## src/rtl/tpdg_consts.svh

```systemverilog
// Constants of the three-phase gate command controller.
// Assumes it is included by the package and the controller module.
`ifndef TPDG_CONSTS_SVH
`define TPDG_CONSTS_SVH

// Register byte addresses on the APB side
`define TPDG_ADDR_CTRL    12'h000
`define TPDG_ADDR_PERIOD  12'h004
`define TPDG_ADDR_DEAD    12'h008
`define TPDG_ADDR_DUTY_A  12'h00C
`define TPDG_ADDR_DUTY_B  12'h010
`define TPDG_ADDR_DUTY_C  12'h014
`define TPDG_ADDR_STATUS  12'h018

// Control register bit positions
`define TPDG_CTRL_RUN     0
`define TPDG_CTRL_JOINED  1
`define TPDG_CTRL_DT_INT  2
`define TPDG_CTRL_INHIBIT 3

// Status register bit positions
`define TPDG_STAT_UV      0
`define TPDG_STAT_FAULT   1
`define TPDG_STAT_RAW_LO  16

// Widths and reset values
`define TPDG_PHASES       3
`define TPDG_CW           16
`define TPDG_PERIOD_RST   16'h03E7
`define TPDG_DEAD_RST     16'h000A
`define TPDG_DUTY_RST     16'h0000
`define TPDG_CNT_ONE      16'h0001
`define TPDG_CNT_ZERO     16'h0000

`endif

```

## src/rtl/tpdg_pkg.sv

```systemverilog
// Types of the three-phase gate command controller.
// Assumes tpdg_consts.svh is on the include path.
`include "tpdg_consts.svh"

package tpdg_pkg;

    // All state of the controller in one word
    typedef struct packed {
        logic                                  run;        // PWM running
        logic                                  joined;     // Joined input mode
        logic                                  dt_int;     // Internal dead time on
        logic                                  inhibit;    // Software inhibit
        logic [`TPDG_CW-1:0]                   period;     // Last count of a period
        logic [`TPDG_CW-1:0]                   dead;       // Own dead time in cycles
        logic [`TPDG_PHASES-1:0][`TPDG_CW-1:0] duty;       // High-side on counts
        logic [`TPDG_CW-1:0]                   cnt;        // Period counter
        logic [`TPDG_PHASES-1:0]               applied;    // Side now commanded
        logic [`TPDG_PHASES-1:0][`TPDG_CW-1:0] gap;        // Dead time remaining
        logic [`TPDG_PHASES-1:0]               low_cmd;    // Low-side command pins
        logic [`TPDG_PHASES-1:0]               high_cmd_n; // High-side command pins
        logic                                  drv_inh;    // Drive inhibit pin
        logic                                  dt_short;   // Dead time grounding
        logic [1:0]                            uv_sync;    // Undervoltage sync
        logic                                  pready;     // APB ready
        logic [31:0]                           prdata;     // APB read data
        logic                                  pslverr;    // APB error
    } tpdg_state_t;

endpackage : tpdg_pkg

```

## src/rtl/tpdg_ctrl.sv

```systemverilog
// Controller that drives the command pins of a three-phase gate driver.
// Assumes a 20 MHz clock, an APB master for the registers, and a driver
// whose dead-time programming pin is grounded by an external switch.
//
// How it works
// - Joined mode ties both commands together.
// - Separate mode adds own gap without overlap.
// - Joined mode needs internal dead time on.
// - Ground programming pin when dead time off.
`timescale 1ns/10ps
`default_nettype none
`include "tpdg_consts.svh"

module tpdg_ctrl
    import tpdg_pkg::*;
(
    // Clock and reset
    input  wire logic                    clk,
    input  wire logic                    resetn,
    // APB slave
    input  wire logic                    psel,
    input  wire logic                    penable,
    input  wire logic                    pwrite,
    input  wire logic [11:0]             paddr,
    input  wire logic [31:0]             pwdata,
    output logic      [31:0]             prdata,
    output logic                         pready,
    output logic                         pslverr,
    // Driver command pins
    output logic      [`TPDG_PHASES-1:0] phase_low_cmd,
    output logic      [`TPDG_PHASES-1:0] phase_high_cmd_n,
    output logic                         drive_inhibit,
    output logic                         dead_time_short,
    // Driver status pin
    input  wire logic                    undervoltage_flag
);

    // ****************************************************************
    // State
    // ****************************************************************
    tpdg_state_t s_q;                          // Registered state
    tpdg_state_t s_d;                          // Next state
    logic [`TPDG_PHASES-1:0] raw;              // Wanted side, 1 is high side
    logic                    fault;            // Joined mode without dead time
    logic                    acc;              // APB access phase
    logic                    commit;           // Access completes this edge

    // Decode one register address to a read value
    function automatic logic [32:0] tpdg_read(input tpdg_state_t s,
                                              input logic [11:0] a,
                                              input logic f);
        logic [32:0] r;
        r = 33'h000000000;
        if (a == `TPDG_ADDR_CTRL) begin
            r[`TPDG_CTRL_RUN]     = s.run;
            r[`TPDG_CTRL_JOINED]  = s.joined;
            r[`TPDG_CTRL_DT_INT]  = s.dt_int;
            r[`TPDG_CTRL_INHIBIT] = s.inhibit;
        end else if (a == `TPDG_ADDR_PERIOD) begin
            r[`TPDG_CW-1:0] = s.period;
        end else if (a == `TPDG_ADDR_DEAD) begin
            r[`TPDG_CW-1:0] = s.dead;
        end else if (a == `TPDG_ADDR_DUTY_A) begin
            r[`TPDG_CW-1:0] = s.duty[0];
        end else if (a == `TPDG_ADDR_DUTY_B) begin
            r[`TPDG_CW-1:0] = s.duty[1];
        end else if (a == `TPDG_ADDR_DUTY_C) begin
            r[`TPDG_CW-1:0] = s.duty[2];
        end else if (a == `TPDG_ADDR_STATUS) begin
            r[`TPDG_STAT_UV]    = s.uv_sync[1];
            r[`TPDG_STAT_FAULT] = f;
            r[`TPDG_STAT_RAW_LO+`TPDG_PHASES-1:`TPDG_STAT_RAW_LO] = s.applied;
        end else begin
            r[32] = 1'b1;                      // Unmapped: error flag
        end
        return r;
    endfunction : tpdg_read

    // ****************************************************************
    // PWM compare per phase
    // ****************************************************************
    genvar g;
    generate
        for (g = 0; g < `TPDG_PHASES; g++) begin : g_cmp
            // High side wanted while the count is below the duty; a duty
            // above the period holds the high side on with no timeout
            assign raw[g] = (s_q.cnt < s_q.duty[g]);
        end
    endgenerate

    assign fault  = s_q.joined & ~s_q.dt_int;
    assign acc    = psel & penable;
    assign commit = acc & s_q.pready;

    // ****************************************************************
    // Next state
    // ****************************************************************
    always_comb begin
        logic [32:0] rd;
        rd  = 33'h000000000;
        s_d = s_q;
        // Undervoltage pin through two flops
        s_d.uv_sync = {s_q.uv_sync[0], undervoltage_flag};

        // APB: one wait state, then a registered answer
        s_d.pready  = acc & ~s_q.pready;
        s_d.prdata  = 32'h00000000;
        s_d.pslverr = 1'b0;
        if (acc & ~s_q.pready) begin
            rd          = tpdg_read(s_q, paddr, fault);
            s_d.prdata  = pwrite ? 32'h00000000 : rd[31:0];
            s_d.pslverr = rd[32];
        end
        if (commit & pwrite) begin
            if (paddr == `TPDG_ADDR_CTRL) begin
                s_d.run     = pwdata[`TPDG_CTRL_RUN];
                s_d.joined  = pwdata[`TPDG_CTRL_JOINED];
                s_d.dt_int  = pwdata[`TPDG_CTRL_DT_INT];
                s_d.inhibit = pwdata[`TPDG_CTRL_INHIBIT];
            end else if (paddr == `TPDG_ADDR_PERIOD) begin
                s_d.period = pwdata[`TPDG_CW-1:0];
            end else if (paddr == `TPDG_ADDR_DEAD) begin
                s_d.dead = pwdata[`TPDG_CW-1:0];
            end else if (paddr == `TPDG_ADDR_DUTY_A) begin
                s_d.duty[0] = pwdata[`TPDG_CW-1:0];
            end else if (paddr == `TPDG_ADDR_DUTY_B) begin
                s_d.duty[1] = pwdata[`TPDG_CW-1:0];
            end else if (paddr == `TPDG_ADDR_DUTY_C) begin
                s_d.duty[2] = pwdata[`TPDG_CW-1:0];
            end
        end

        // Period counter
        if (!s_q.run || s_q.cnt >= s_q.period) begin
            s_d.cnt = `TPDG_CNT_ZERO;
        end else begin
            s_d.cnt = s_q.cnt + `TPDG_CNT_ONE;
        end

        // Grounding switch on the programming pin while dead time is off
        s_d.dt_short = ~s_q.dt_int;
        // Driver held off when stopped, inhibited or misconfigured
        s_d.drv_inh  = ~s_q.run | s_q.inhibit | fault;

        // Per-phase command pins
        for (int i = 0; i < `TPDG_PHASES; i++) begin
            if (!s_q.run || fault) begin
                // Both sides off, timers cleared
                s_d.low_cmd[i]    = 1'b0;
                s_d.high_cmd_n[i] = 1'b1;
                s_d.applied[i]    = 1'b0;
                s_d.gap[i]        = `TPDG_CNT_ZERO;
            end else if (s_q.joined) begin
                // One level per phase on both pins
                s_d.low_cmd[i]    = ~raw[i];
                s_d.high_cmd_n[i] = ~raw[i];
                s_d.applied[i]    = raw[i];
                s_d.gap[i]        = `TPDG_CNT_ZERO;
            end else if (s_q.gap[i] != `TPDG_CNT_ZERO) begin
                // Inside own dead time: both off, apply at the end
                s_d.gap[i] = s_q.gap[i] - `TPDG_CNT_ONE;
                if (s_q.gap[i] == `TPDG_CNT_ONE) begin
                    s_d.applied[i]    = raw[i];
                    s_d.low_cmd[i]    = ~raw[i];
                    s_d.high_cmd_n[i] = ~raw[i];
                end
            end else if (raw[i] != s_q.applied[i] ||
                         s_q.low_cmd[i] != s_q.high_cmd_n[i]) begin
                // Side change, or both off after a stop: break, make after the gap
                if (s_q.dead == `TPDG_CNT_ZERO) begin
                    s_d.applied[i]    = raw[i];
                    s_d.low_cmd[i]    = ~raw[i];
                    s_d.high_cmd_n[i] = ~raw[i];
                end else begin
                    s_d.low_cmd[i]    = 1'b0;
                    s_d.high_cmd_n[i] = 1'b1;
                    s_d.gap[i]        = s_q.dead;
                end
            end
        end
    end

    // ****************************************************************
    // State register
    // ****************************************************************
    always_ff @(posedge clk) begin
        if (!resetn) begin
            s_q            <= '0;
            s_q.period     <= `TPDG_PERIOD_RST;
            s_q.dead       <= `TPDG_DEAD_RST;
            s_q.duty       <= {`TPDG_PHASES{`TPDG_DUTY_RST}};
            s_q.high_cmd_n <= {`TPDG_PHASES{1'b1}};
            s_q.drv_inh    <= 1'b1;
            s_q.dt_short   <= 1'b1;
        end else begin
            s_q <= s_d;
        end
    end

    // Outputs straight from the state register
    assign prdata           = s_q.prdata;
    assign pready           = s_q.pready;
    assign pslverr          = s_q.pslverr;
    assign phase_low_cmd    = s_q.low_cmd;
    assign phase_high_cmd_n = s_q.high_cmd_n;
    assign drive_inhibit    = s_q.drv_inh;
    assign dead_time_short  = s_q.dt_short;
endmodule : tpdg_ctrl

`default_nettype wire

```

## config.mk

```make
export PLATFORM = sky130hd
export DESIGN_NAME = tpdg_ctrl
export DESIGN_NICKNAME = d
export VERILOG_FILES = /design/src/rtl/tpdg_pkg.sv /design/src/rtl/tpdg_ctrl.sv
export VERILOG_INCLUDE_DIRS = /design/src /design/src/rtl
export SDC_FILE = /design/constraint.sdc
export NUM_CORES = 1
export LEC_CHECK = 0
export BUFFER_PORTS_ARGS = -buffer_cell sky130_fd_sc_hd__buf_2
export CORE_ASPECT_RATIO = 0.8
export CORE_MARGIN = 3
export CORE_UTILIZATION = 52
export DETAILED_ROUTE_END_ITERATION = 16
export PLACE_DENSITY = 0.72
export SLEW_MARGIN = 20
export SYNTH_ARGS = -nofsm -noshare
export SYNTH_HDL_FRONTEND = slang
export SYNTH_SLANG_ARGS = --single-unit
export TNS_END_PERCENT = 50
```

## constraint.sdc

```tcl
create_clock -name clk -period 2.6 [get_ports clk]
set_input_delay 0.13 -clock clk [delete_from_list [all_inputs] [get_ports clk]]
set_output_delay 0.13 -clock clk [all_outputs]
set_load 0.05 [all_outputs]
```

# Word level (Yosys, flattened, before mapping)
# Index checks and enable logic that the tools add are counted.
dict set report word_totals {
  regBits 195
  in_bits 50
  out_inout_bits 42
  wordCells 182
}
dict set report op_classes {
  addsub 4
  magnitude_cmp 4
  n_eq_ne 21
  n_mux 58
  n_bitwise 21
  reduce_logical 43
}
# operator n
set op_table {}
lappend op_table {{16-bit 2-to-1 mux} 11}
lappend op_table {{16-bit by 1-bit == test with 1-bit output, second input constant} 3}
lappend op_table {{16-bit less-than comparator} 3}
lappend op_table {{16-bit nonzero test} 3}
lappend op_table {{16-bit by 1-bit subtractor with 16-bit output, second input constant} 3}
lappend op_table {{1-bit 2-to-1 mux} 43}
lappend op_table {{12-bit by 5-bit == test with 1-bit output, second input constant} 3}
lappend op_table {{12-bit by 4-bit == test with 1-bit output, second input constant} 2}
lappend op_table {{3-bit nonzero test} 6}
lappend op_table {{16-bit by 1-bit adder with 16-bit output, second input constant} 1}
lappend op_table {{16-bit greater-or-equal comparator} 1}
lappend op_table {{16-bit logical NOT} 1}
lappend op_table {{2-bit AND reduction} 8}
lappend op_table {{14-bit 2-to-1 mux} 1}
lappend op_table {{1-bit NOT} 14}
lappend op_table {{12-bit by 3-bit == test with 1-bit output, second input constant} 1}
lappend op_table {{12-bit logical NOT} 1}
lappend op_table {{3-bit AND reduction} 4}
lappend op_table {{10-bit OR reduction} 1}
lappend op_table {{3-bit by 2-bit inequality test with 1-bit output, second input constant} 3}
lappend op_table {{8-bit OR reduction} 1}
lappend op_table {{7-bit AND reduction} 1}
lappend op_table {{1-bit inequality test} 6}
lappend op_table {{6-bit AND reduction} 1}
lappend op_table {{14 further kinds} 29}

# Depth between registers and ports, before layout
# Gate-level depths: netlist of the first run.
dict set report logic_depth {
  depth_word 9
  ltp_mapped 10
  depth_no_buf 9
}

# Least setup slack after synthesis of the first run
# Ideal clock, no wire load.
dict set report synth_timing {
  path_type {reg2reg}
  start {register s_q[108] (netlist bit)}
  end {register s_q[86] (netlist bit)}
  setup_time_ns 0.119
  arrival_time_ns 2.254
  required_time_ns 2.481
  slack_ns 0.227
  stages_incl_launch_ff 10
  n_path_buf 1
  synth_period_minus_slack_ns 2.373
  path_cell_list {dfxtp_1 -> ha_1 -> a21oi_1 -> o21ai_0 -> a21o_1 -> a221oi_1 -> and4_1 -> buf_6 -> nand2_4 -> o221a_1}
}
dict set report synth_between {
  elab_chain_cells 5
}
# element line
set synth_lines {}
lappend synth_lines {{start, declared} tpdg_ctrl.sv:41} ;# tpdg_state_t s_q;
lappend synth_lines {{16-bit less-than comparator} tpdg_ctrl.sv:87} ;# assign raw[g] = (s_q.cnt < s_q.duty[g]);
lappend synth_lines {{1-bit inequality test} tpdg_ctrl.sv:167} ;# end else if (raw[i] != s_q.applied[i] ||
lappend synth_lines {{1-bit logical OR} tpdg_ctrl.sv:167}
lappend synth_lines {{2-bit nonzero test (no line)} --}
lappend synth_lines {{2-bit AND reduction (no line)} --}
# Every way passes these cells.
# A chain may end at the register's enable or synchronous reset.

# Worst setup path after layout of the first run
dict set report layout_timing {
  start {register s_q[145] (netlist bit)}
  end {register s_q (netlist bit phase_high_cmd_n[2])}
}
dict set report layout_between {
  elab_chain_cells 6
  elab_cells_between_ends 11
  classes_between {order compare: 1; eq/ne: 1; mux: 5; bitwise: 1; reduce/logical: 3}
}
# element line
set layout_lines {}
lappend layout_lines {{16-bit less-than comparator (*)} tpdg_ctrl.sv:87}
lappend layout_lines {{1-bit NOT} {tpdg_ctrl.sv:156, tpdg_ctrl.sv:165, tpdg_ctrl.sv:173}}
lappend layout_lines {{1-bit 2-to-1 mux} tpdg_ctrl.sv:170} ;# if (s_q.dead == `TPDG_CNT_ZERO) begin
lappend layout_lines {{1-bit 2-to-1 mux} tpdg_ctrl.sv:167}
lappend layout_lines {{1-bit 2-to-1 mux} tpdg_ctrl.sv:159} ;# end else if (s_q.gap[i] != `TPDG_CNT_ZERO) begin
lappend layout_lines {{1-bit 2-to-1 mux} tpdg_ctrl.sv:153} ;# end else if (s_q.joined) begin
# Mark *: on every way between the ends. The rest lies on a longest branch, timed or not. The select of a mux whose other input is x is not followed.

==> results of run 1 <==
==> cell usage after synthesis, types with 17 or more instances <==
cell | n | area share, %
sky130_fd_sc_hd__nand2_1 | 216 | 7.8
sky130_fd_sc_hd__dfxtp_1 | 182 | 35
sky130_fd_sc_hd__nor2_1 | 86 | 3.1
sky130_fd_sc_hd__inv_1 | 79 | 2.9
sky130_fd_sc_hd__a21oi_1 | 75 | 3.6
sky130_fd_sc_hd__ha_1 | 71 | 8.6
sky130_fd_sc_hd__a21boi_0 | 67 | 4.8
sky130_fd_sc_hd__buf_4 | 42 | 3.0
sky130_fd_sc_hd__clkbuf_1 | 41 | 1.5
sky130_fd_sc_hd__nand3_1 | 41 | 2.0
sky130_fd_sc_hd__xnor2_1 | 28 | 2.4
sky130_fd_sc_hd__a211oi_1 | 26 | 1.9
sky130_fd_sc_hd__mux2i_1 | 26 | 2.5
sky130_fd_sc_hd__xor2_1 | 23 | 1.9
sky130_fd_sc_hd__nand4_1 | 18 | 1.1
sky130_fd_sc_hd__nor3_1 | 18 | 0.87
sky130_fd_sc_hd__a221oi_1 | 17 | 1.4
sky130_fd_sc_hd__nor4_1 | 17 | 1.0
==> what timing repair did <==
item	CTS	global route
hold buffers	13	0
setup endpoints to repair	4	46
endpoints found under the hold margin	16	0
gates resized for setup	2	24
pin swaps	0	1
==> critical path, delay by kind of cell (launching register included) <==
| kind | cells | cell delay, ps |
|---|---|---|
| buffers and inverters | 2 | 230 |
| flip-flops | 1 | 360 |
| AO/OA/AOI/OAI | 3 | 740 |
| AND/OR/NAND/NOR | 3 | 790 |
| adder cells (fa/ha/maj) | 1 | 270 |
==> report_power, final <==
| part | switching [W] | total [W] | internal [W] |
|---|---|---|---|
| Combinational | 0.000150 | 0.000223 | 0.0000736 |
| Clock | 0.00122 | 0.00286 | 0.00164 |
| Sequential | 0.000000955 | 0.00279 | 0.00279 |
==> worst max path at each step <==
stage | startpoint | end | slack, ps | depth (start not counted)
4_1_cts | s_q[137]$_SDFFE_PN0P_ | phase_high_cmd_n[1]$_SDFFE_PP1P_ | 50 | 10
2_1_floorplan | s_q[108]$_SDFF_PP0_ | s_q[86]$_SDFFE_PP0P_ | 230 | 9
5_1_grt | s_q[125]$_SDFFE_PN0P_ | s_q[45]$_SDFFE_PP0P_ | 1 | 11
3_5_place_dp | s_q[110]$_SDFF_PP0_ | s_q[83]$_SDFFE_PP0P_ | -30 | 9
6_report | s_q[145]$_SDFFE_PN0P_ | phase_high_cmd_n[2]$_SDFFE_PP1P_ | 90 | 9
3_3_place_gp | s_q[144]$_SDFFE_PN0P_ | phase_high_cmd_n[2]$_SDFFE_PP1P_ | 30 | 9
==> stage by stage <==
step	cell area [sq um]	util, %	setup WS (ps)	hold slack, ps
4_1_cts	11780	61.17	46.06	1.622
3_3_place_gp	11000	57.13	33.94	343.9
5_1_grt	11890	61.73	1.255	12.40
6_report	11890	61.73	87.02	13.04
2_1_floorplan	10420	-	227.0	254.1
3_5_place_dp	11000	57.13	-27.10	351.6
==> layer usage <==
metal	share of wire, %	GRT usage [%]	routed length [um]
met1	47	40.63	13730
met2	43	38.94	12400
met4	2.0	7.468	580
met5	0	0	0
met3	8.4	5.057	2439
==> cells by family after synthesis <==
group                      Yosys count  synth area share (%)
other                                1               0.03614
and+or+nand+nor                    476                 21.68
buffers and inverters              177                 8.188
DFF                                182                 35.12
adders and majority gates           71                 8.562
AOI/OAI and AO/OA                  281                 18.73
muxes                               30                 3.377
xor gates and xnor gates            51                 4.305
==> sequential cells by signal, summed over array words and instances, names as in the netlist <==
name and count:
s_q 152, pready 1, prdata 19, phase_high_cmd_n 3, dead_time_short 1, drive_inhibit 1
pslverr 1, phase_low_cmd 3, s_d 1
==> layout make-up <==
cell class                 instances  area [sq um]
tap                              258         322.8
multi-input combinational        922          6042
clock inverter                    15         215.2
fill                            1702          7370
sequential                       182          3646
clock buffer                      17         425.4
timing repair buffer             138         938.4
inverter                          79         296.5
==> flow_results.org, run 1 <==
** Outcome
- The run finished with clean final reports.

** Floorplanning
- Once the floorplan was initialized, standard cells occupied 53.88% of the core.
- The die is 163.9 um wide.
- Area of the die :: 21690 sq um
- The core region is 19260 sq um.
- Row generation in the floorplan step produced 45 rows.
- Top-Level Pins :: 92
- Measured along the y axis, the die boundary spans 132.3 um.

** Worst setup path
- The worst register-to-register path begins at s_q[145]$_SDFFE_PN0P_.
- STA classifies the critical path endpoint as a register.
- Chain of cells forming the critical path :: inv_1, ha_1, o21a_1, o21ai_0, nand4bb_1, nand3_1, and4_2, buf_4, o31a_1
- Flop2flop setup slack :: 90 ps
- Worst path max stage delay :: 360 ps
- The endpoint identified for the worst register-to-register timing path is phase_high_cmd_n[2]$_SDFFE_PP1P_.
- Data on the critical path arrives at its endpoint at 2840 ps.
- Cell count of the worst reg-to-reg path :: 9
- Type of the worst setup path :: reg -> reg
- The worst setup path is launched from a register.
- Critical path data required time :: 2930 ps
- Along the worst path, the maximum fanout reaches 6.
- For this design, the slowest cell found on the critical path is sky130_fd_sc_hd__dfxtp_1.

** Finish
- The count of cells in the finished layout, fillers not included, comes to 1611.
- The final layout contains 1461 nets.
- Diodes inserted :: 0
- The area growth from synthesis to layout is 14.57%.
- Leaving out fill and tap cells, the most frequent cells in the layout are sky130_fd_sc_hd__nand2_1 (216), sky130_fd_sc_hd__dfxtp_1 (180), sky130_fd_sc_hd__nor2_1 (86).
- The post-route netlist has 14.86% of its cells at a drive strength greater than 1.
- Leaving out fill and tap cells, the most frequent cell in the layout is sky130_fd_sc_hd__nand2_1.

** CTS
- Counting every sink on the clock net gives 182.
- Clock tree root driver cell :: sky130_fd_sc_hd__clkbuf_16
- TritonCTS built the clock tree.
- Clock-pin slew was measured on the worst setup and hold paths at 70 ps.
- Counting the buffers created by CTS gives 17.
- Buffers added to address setup during post-CTS repair amount to 0.
- Counting along the longest clock path gives a buffer depth of 2.
- H-tree depth :: 4
- The clock reaches the later pin of the worst-skew pair after 440 ps.

** Job
- Number of violations of the max-capacitance limit :: 0

** Placement
- The congestion estimate from routability-driven global placement came to 0.9129.
- The count of buffers added on input and output ports is 62.
- The HPWL after detailed placement is 21060 um.
- Dpl cells :: 1566

** Synth
- The synthesized design contains 182 register bits.
- Sequential fraction of the synthesis area :: 35.12%
- Synthesized instance count :: 1269
- FFs w/ async S/R, synth :: 0%
- After synthesis the cells add up to 10370 sq um.
- Most used flip-flop cell after synthesis :: sky130_fd_sc_hd__dfxtp_1
- Total of warnings raised by yosys :: 0
- Counting distinct cell types in the post-synthesis netlist gives 71.
- Post-synthesis average cell area :: 8.176 sq um
- The synthesized design contains 0 enable-type register cells.

** GRT
- Antenna violations before repair :: 0
- GRT Util Overall :: 26.89%
- Number of global-route vias before repair :: 8718
- Congestion Overflow GR :: 0
- The first global-routing pass estimated 46450 um of wire.
- Maximum number of pins on one net before global-route repair :: 83

** Worst hold path
- The min-delay analysis places its worst path in the category in -> reg.
- Endpoint of the worst hold path :: s_q[153]$_SDFFE_PN0P_
- The startpoint identified for the worst hold timing path is pwdata[10].
- Cells on Worst Hold Path :: 3

** Timing
- In this run the tightest slew margin relative to its limit is 48.76%.
- Max Clock Skew :: 9.498 ps
- Setup repair after global routing left no endpoint under its margin.
- The worst path in the final design needs a cycle of 2513 ps, including I/O delays and setup.
- Transition time at the pin with the least slew margin :: 768.6 ps
- Highest clock frequency the design can meet :: 397.9 MHz
- Of the available clock period, the critical path in the final layout requires 96.65%.
- Count of final setup violators :: 0
- For the final routed database, the setup TNS stands at 0 ps.
- The number of hold violations in the final report is 0.
- Pins Over Slew Limit :: 0

** Routing
- Drt via density :: 5.863
- The final route contains 9446 vias.
- The routed design has 29150 um of wire.
- The pre-antenna-repair detailed-routing pass consisted of 5 iterations.
- DR iter-0 viols :: 953
- Average detailed-routed wire length per instance :: 18.09 um
- Post-DRT Antenna Nets :: 0
- Remaining DRCs :: 0

** Power
- The analysis attributes to cell leakage a power of 4.905 nW.
- Total power for the finished layout comes to 0.005875 W.
- IR analysis of the VDD net gives a maximum drop of 0.0003717 V.
- Pwr Density :: 494.2 nW/um^2
Note: power is estimated with default switching activity, not from simulation.
==> run 2: changes to the inputs <==
==> constraint.sdc (replaced) <==
create_clock -name clk -period 2.4 [get_ports clk]
set_input_delay 0.12 -clock clk [delete_from_list [all_inputs] [get_ports clk]]
set_output_delay 0.12 -clock clk [all_outputs]
set_load 0.05 [all_outputs]
==> run 2 against run 1 <==
Sequential power increased by 8.2%. Utilization increased by 1.7 points. Die area unchanged. Sequential share of layout area decreased by 0.55 points. Routed wire length increased by 1.2%.
==> flow_results.org, run 2 (synthesis gave the netlist of run 1 again) <==
** Worst hold path
- Worst min path class :: in -> reg (unchanged)

** Floorplanning
- The number of placement rows is 45 (unchanged).
- The area inside the core boundary was 19260 sq um (unchanged).
- Area of the die :: 21690 sq um (unchanged)
- Top-Level Pins :: 92 (unchanged)
- The overall die height is 132.3 um (unchanged).
- Die width :: 163.9 um (unchanged)
- The effective utilization at floorplan was 53.88% (unchanged).

** Power
- Static power due to leakage :: 5.029 nW (was 4.905 nW)
- VDD IR-drop max :: 0.0002973 V (was 0.0003717 V)
- The areal power density over the cells came to 479.9 nW/um^2 (was 494.2 nW/um^2).

** Finish
- The largest register by flop count is s_q (unchanged).
- Most common cell after layout, fill and taps aside :: sky130_fd_sc_hd__nand2_1 (unchanged)
- Commonest cells after routing, fill and taps aside :: sky130_fd_sc_hd__nand2_1 (214), sky130_fd_sc_hd__dfxtp_1 (162), sky130_fd_sc_hd__nor2_1 (86) (was sky130_fd_sc_hd__nand2_1 (216), sky130_fd_sc_hd__dfxtp_1 (180), sky130_fd_sc_hd__nor2_1 (86))
- Layout cells sized above 1 :: 20.00% (was 14.86%)
- The count of filler cells inserted in the layout is 1669 (was 1702).
- Count of nets after finishing :: 1485 (was 1461)
- The growth of design area from synthesis to finish came to 17.63% (was 14.57%).
- Diodes inserted :: 0 (unchanged)
- Post-route core utilization :: 63.38% (was 61.73%)
- The number of flip-flops under the largest register name is 152 (unchanged).

** Timing
- Max Clock Skew :: 8.334 ps (was 9.498 ps)
- The share of the cycle needed by the critical path after routing was 97.41% (was 96.65%).
- The number of hold violations in the final report came to 0 (unchanged).
- Pins Over Slew Limit :: 0 (unchanged)
- The final setup violation count is 0 (unchanged).
- Highest clock frequency the design can meet :: 427.8 MHz (was 397.9 MHz)
- The final total negative setup slack was 0 ps (unchanged).
- The slew at the pin closest to its max-slew limit is 805.6 ps (was 768.6 ps).
- Shortest clock period the worst path allows after layout :: 2338 ps (was 2513 ps)
- Remaining max-slew budget at the tightest pin :: 46.30% (was 48.76%)
- Setup repair after global routing missed its margin :: true (was false)

** Routing
- Final WL :: 29510 um (was 29150 um)
- The number of antenna-violating nets in the routed design is 0 (unchanged).
- Detailed-router iteration count before antenna repair :: 5 (unchanged)
- The total via count in the routed design is 9475 (was 9446).
- The final routed wire length divided by cell count came to 18.07 um (was 18.09 um).
- The number of remaining DRC errors was 0 (unchanged).
- The average via count per standard cell is 5.802 (was 5.863).
- DR iter-0 viols :: 864 (was 953)

** Worst setup path
- The delay of the slowest cell on the worst path was 360 ps (about the same).
- The critical path class was reg -> reg (unchanged).
- Crit end category :: register (unchanged)
- The arrival time of data at the critical path endpoint was 2720 ps (was 2840 ps).
- Chain of cells forming the critical path :: inv_1, ha_1, and2_1, a211o_1, a21oi_2, buf_4, a31oi_1, and4_1, o211ai_1, o31a_1 (was inv_1, ha_1, o21a_1, o21ai_0, nand4bb_1, nand3_1, and4_2, buf_4, o31a_1)
- The type of origin of the critical path is a register (unchanged).
- Critical path data required time :: 2780 ps (was 2930 ps)
- The critical-path cell with the highest stage delay is sky130_fd_sc_hd__dfxtp_1 (unchanged).
- The maximum fanout along the worst path came to 3 (was 6).

** GRT
- The initial antenna violation count was 0 (unchanged).
- Number of global-route vias before repair :: 9041 (was 8718)
- The leftover overflow at the end of global routing is 0 (unchanged).
- The maximum number of pins on one net before global-route repair is 88 (was 83).
- The global-route wire length before repair was 46820 um (was 46450 um).
- GRT Util Overall :: 26.89% (about the same)

** CTS
- The clock insertion delay at the later pin of the skew report came to 430 ps (was 440 ps).
- The CTS sink count was 182 (unchanged).
- The clock transition at the registers of the reported paths came to 70 ps (about the same).
- The number of H-tree levels came to 4 (unchanged).
- Max clock buf depth :: 2 (unchanged)
- The clock root buffer is sky130_fd_sc_hd__clkbuf_16 (unchanged).
- The CTS tree is yes (unchanged).
- TritonCTS Buffers :: 17 (unchanged)

** Job
- Number of violations of the max-capacitance limit :: 0 (unchanged)

** Outcome
- Result of the run :: finished, final reports clean (unchanged)

** Placement
- Count of buffers from port buffering :: 62 (unchanged)
- Detailed placer's ending HPWL :: 21290 um (was 21060 um)
- Final weighted congestion in routability-driven placement :: 0.8716 (was 0.9129)
==> run 2: layout make-up <==
type                       count  area [sq um]  area share [%]
sequential                   182          3676           30.12
inverter                      79         296.5           2.430
clock inverter                10         73.82          0.6049
clock buffer                  20         456.7           3.742
multi-input combinational    922          6267           51.35
tap                          258         322.8           2.645
timing repair buffer         162          1111           9.104
==> run 2: worst paths after layout <==
| path | slack, ps | from | cells past startpoint | end |
|---|---|---|---|---|
| min | 10 | psel | 3 | pready$_SDFF_PN0_ |
| max | 60 | s_q[148]$_SDFFE_PN0P_ | 10 | phase_high_cmd_n[2]$_SDFFE_PP1P_ |
| max reg2reg | 60 | s_q[148]$_SDFFE_PN0P_ | 10 | phase_high_cmd_n[2]$_SDFFE_PP1P_ |
| min reg2reg | 440 | s_d[35]$_SDFF_PN0_ | 1 | s_q[35]$_SDFF_PN0_ |
==> run 2: critical path: cells and delay by family (launching register included) <==
kind | cells | cell delay [ps]
AO/OA/AOI/OAI | 5 | 1060
adder cells (fa/ha/maj) | 1 | 280
buffers and inverters | 2 | 210
flip-flops | 1 | 360
AND/OR/NAND/NOR | 2 | 380
==> run 2: routing by layer <==
metal | share of wire (%) | global-route usage, %
met1 | 46 | 39.39
met2 | 44 | 40.74
met3 | 8.6 | 5.433
met4 | 1.7 | 6.106
met5 | 0 | 0
==> run 2: repair_timing <==
item / CTS / global route
hold endpoints to repair: 25 / 1
endpoints found under the setup margin: 44 / 71
resized for setup: 14 / 74
hold buffers: 11 / 1
pin swaps: 2 / 19
setup buffers: 0 / 4
==> run 2: where the power goes <==
part	switching, W	internal [W]	total, W
Sequential	0.00000101	0.00302	0.00302
Combinational	0.000160	0.0000791	0.000239
Clock	0.00123	0.00137	0.00260
==> run 2: per-stage QoR <==
stage          hold WS (ps)  std cells  worst slack (ps)  cell area, sq um  total power, W
2_1_floorplan         244.1       1281             26.98             10420        0.003249
3_3_place_gp          335.4       1588            -89.37             11150        0.003312
3_5_place_dp          334.1       1588            -126.6             11150        0.003312
4_1_cts              0.7041       1629             4.268             11850        0.005891
5_1_grt               14.77       1633            -59.83             12200        0.006039
6_report              12.50       1633             62.24             12200        0.005857
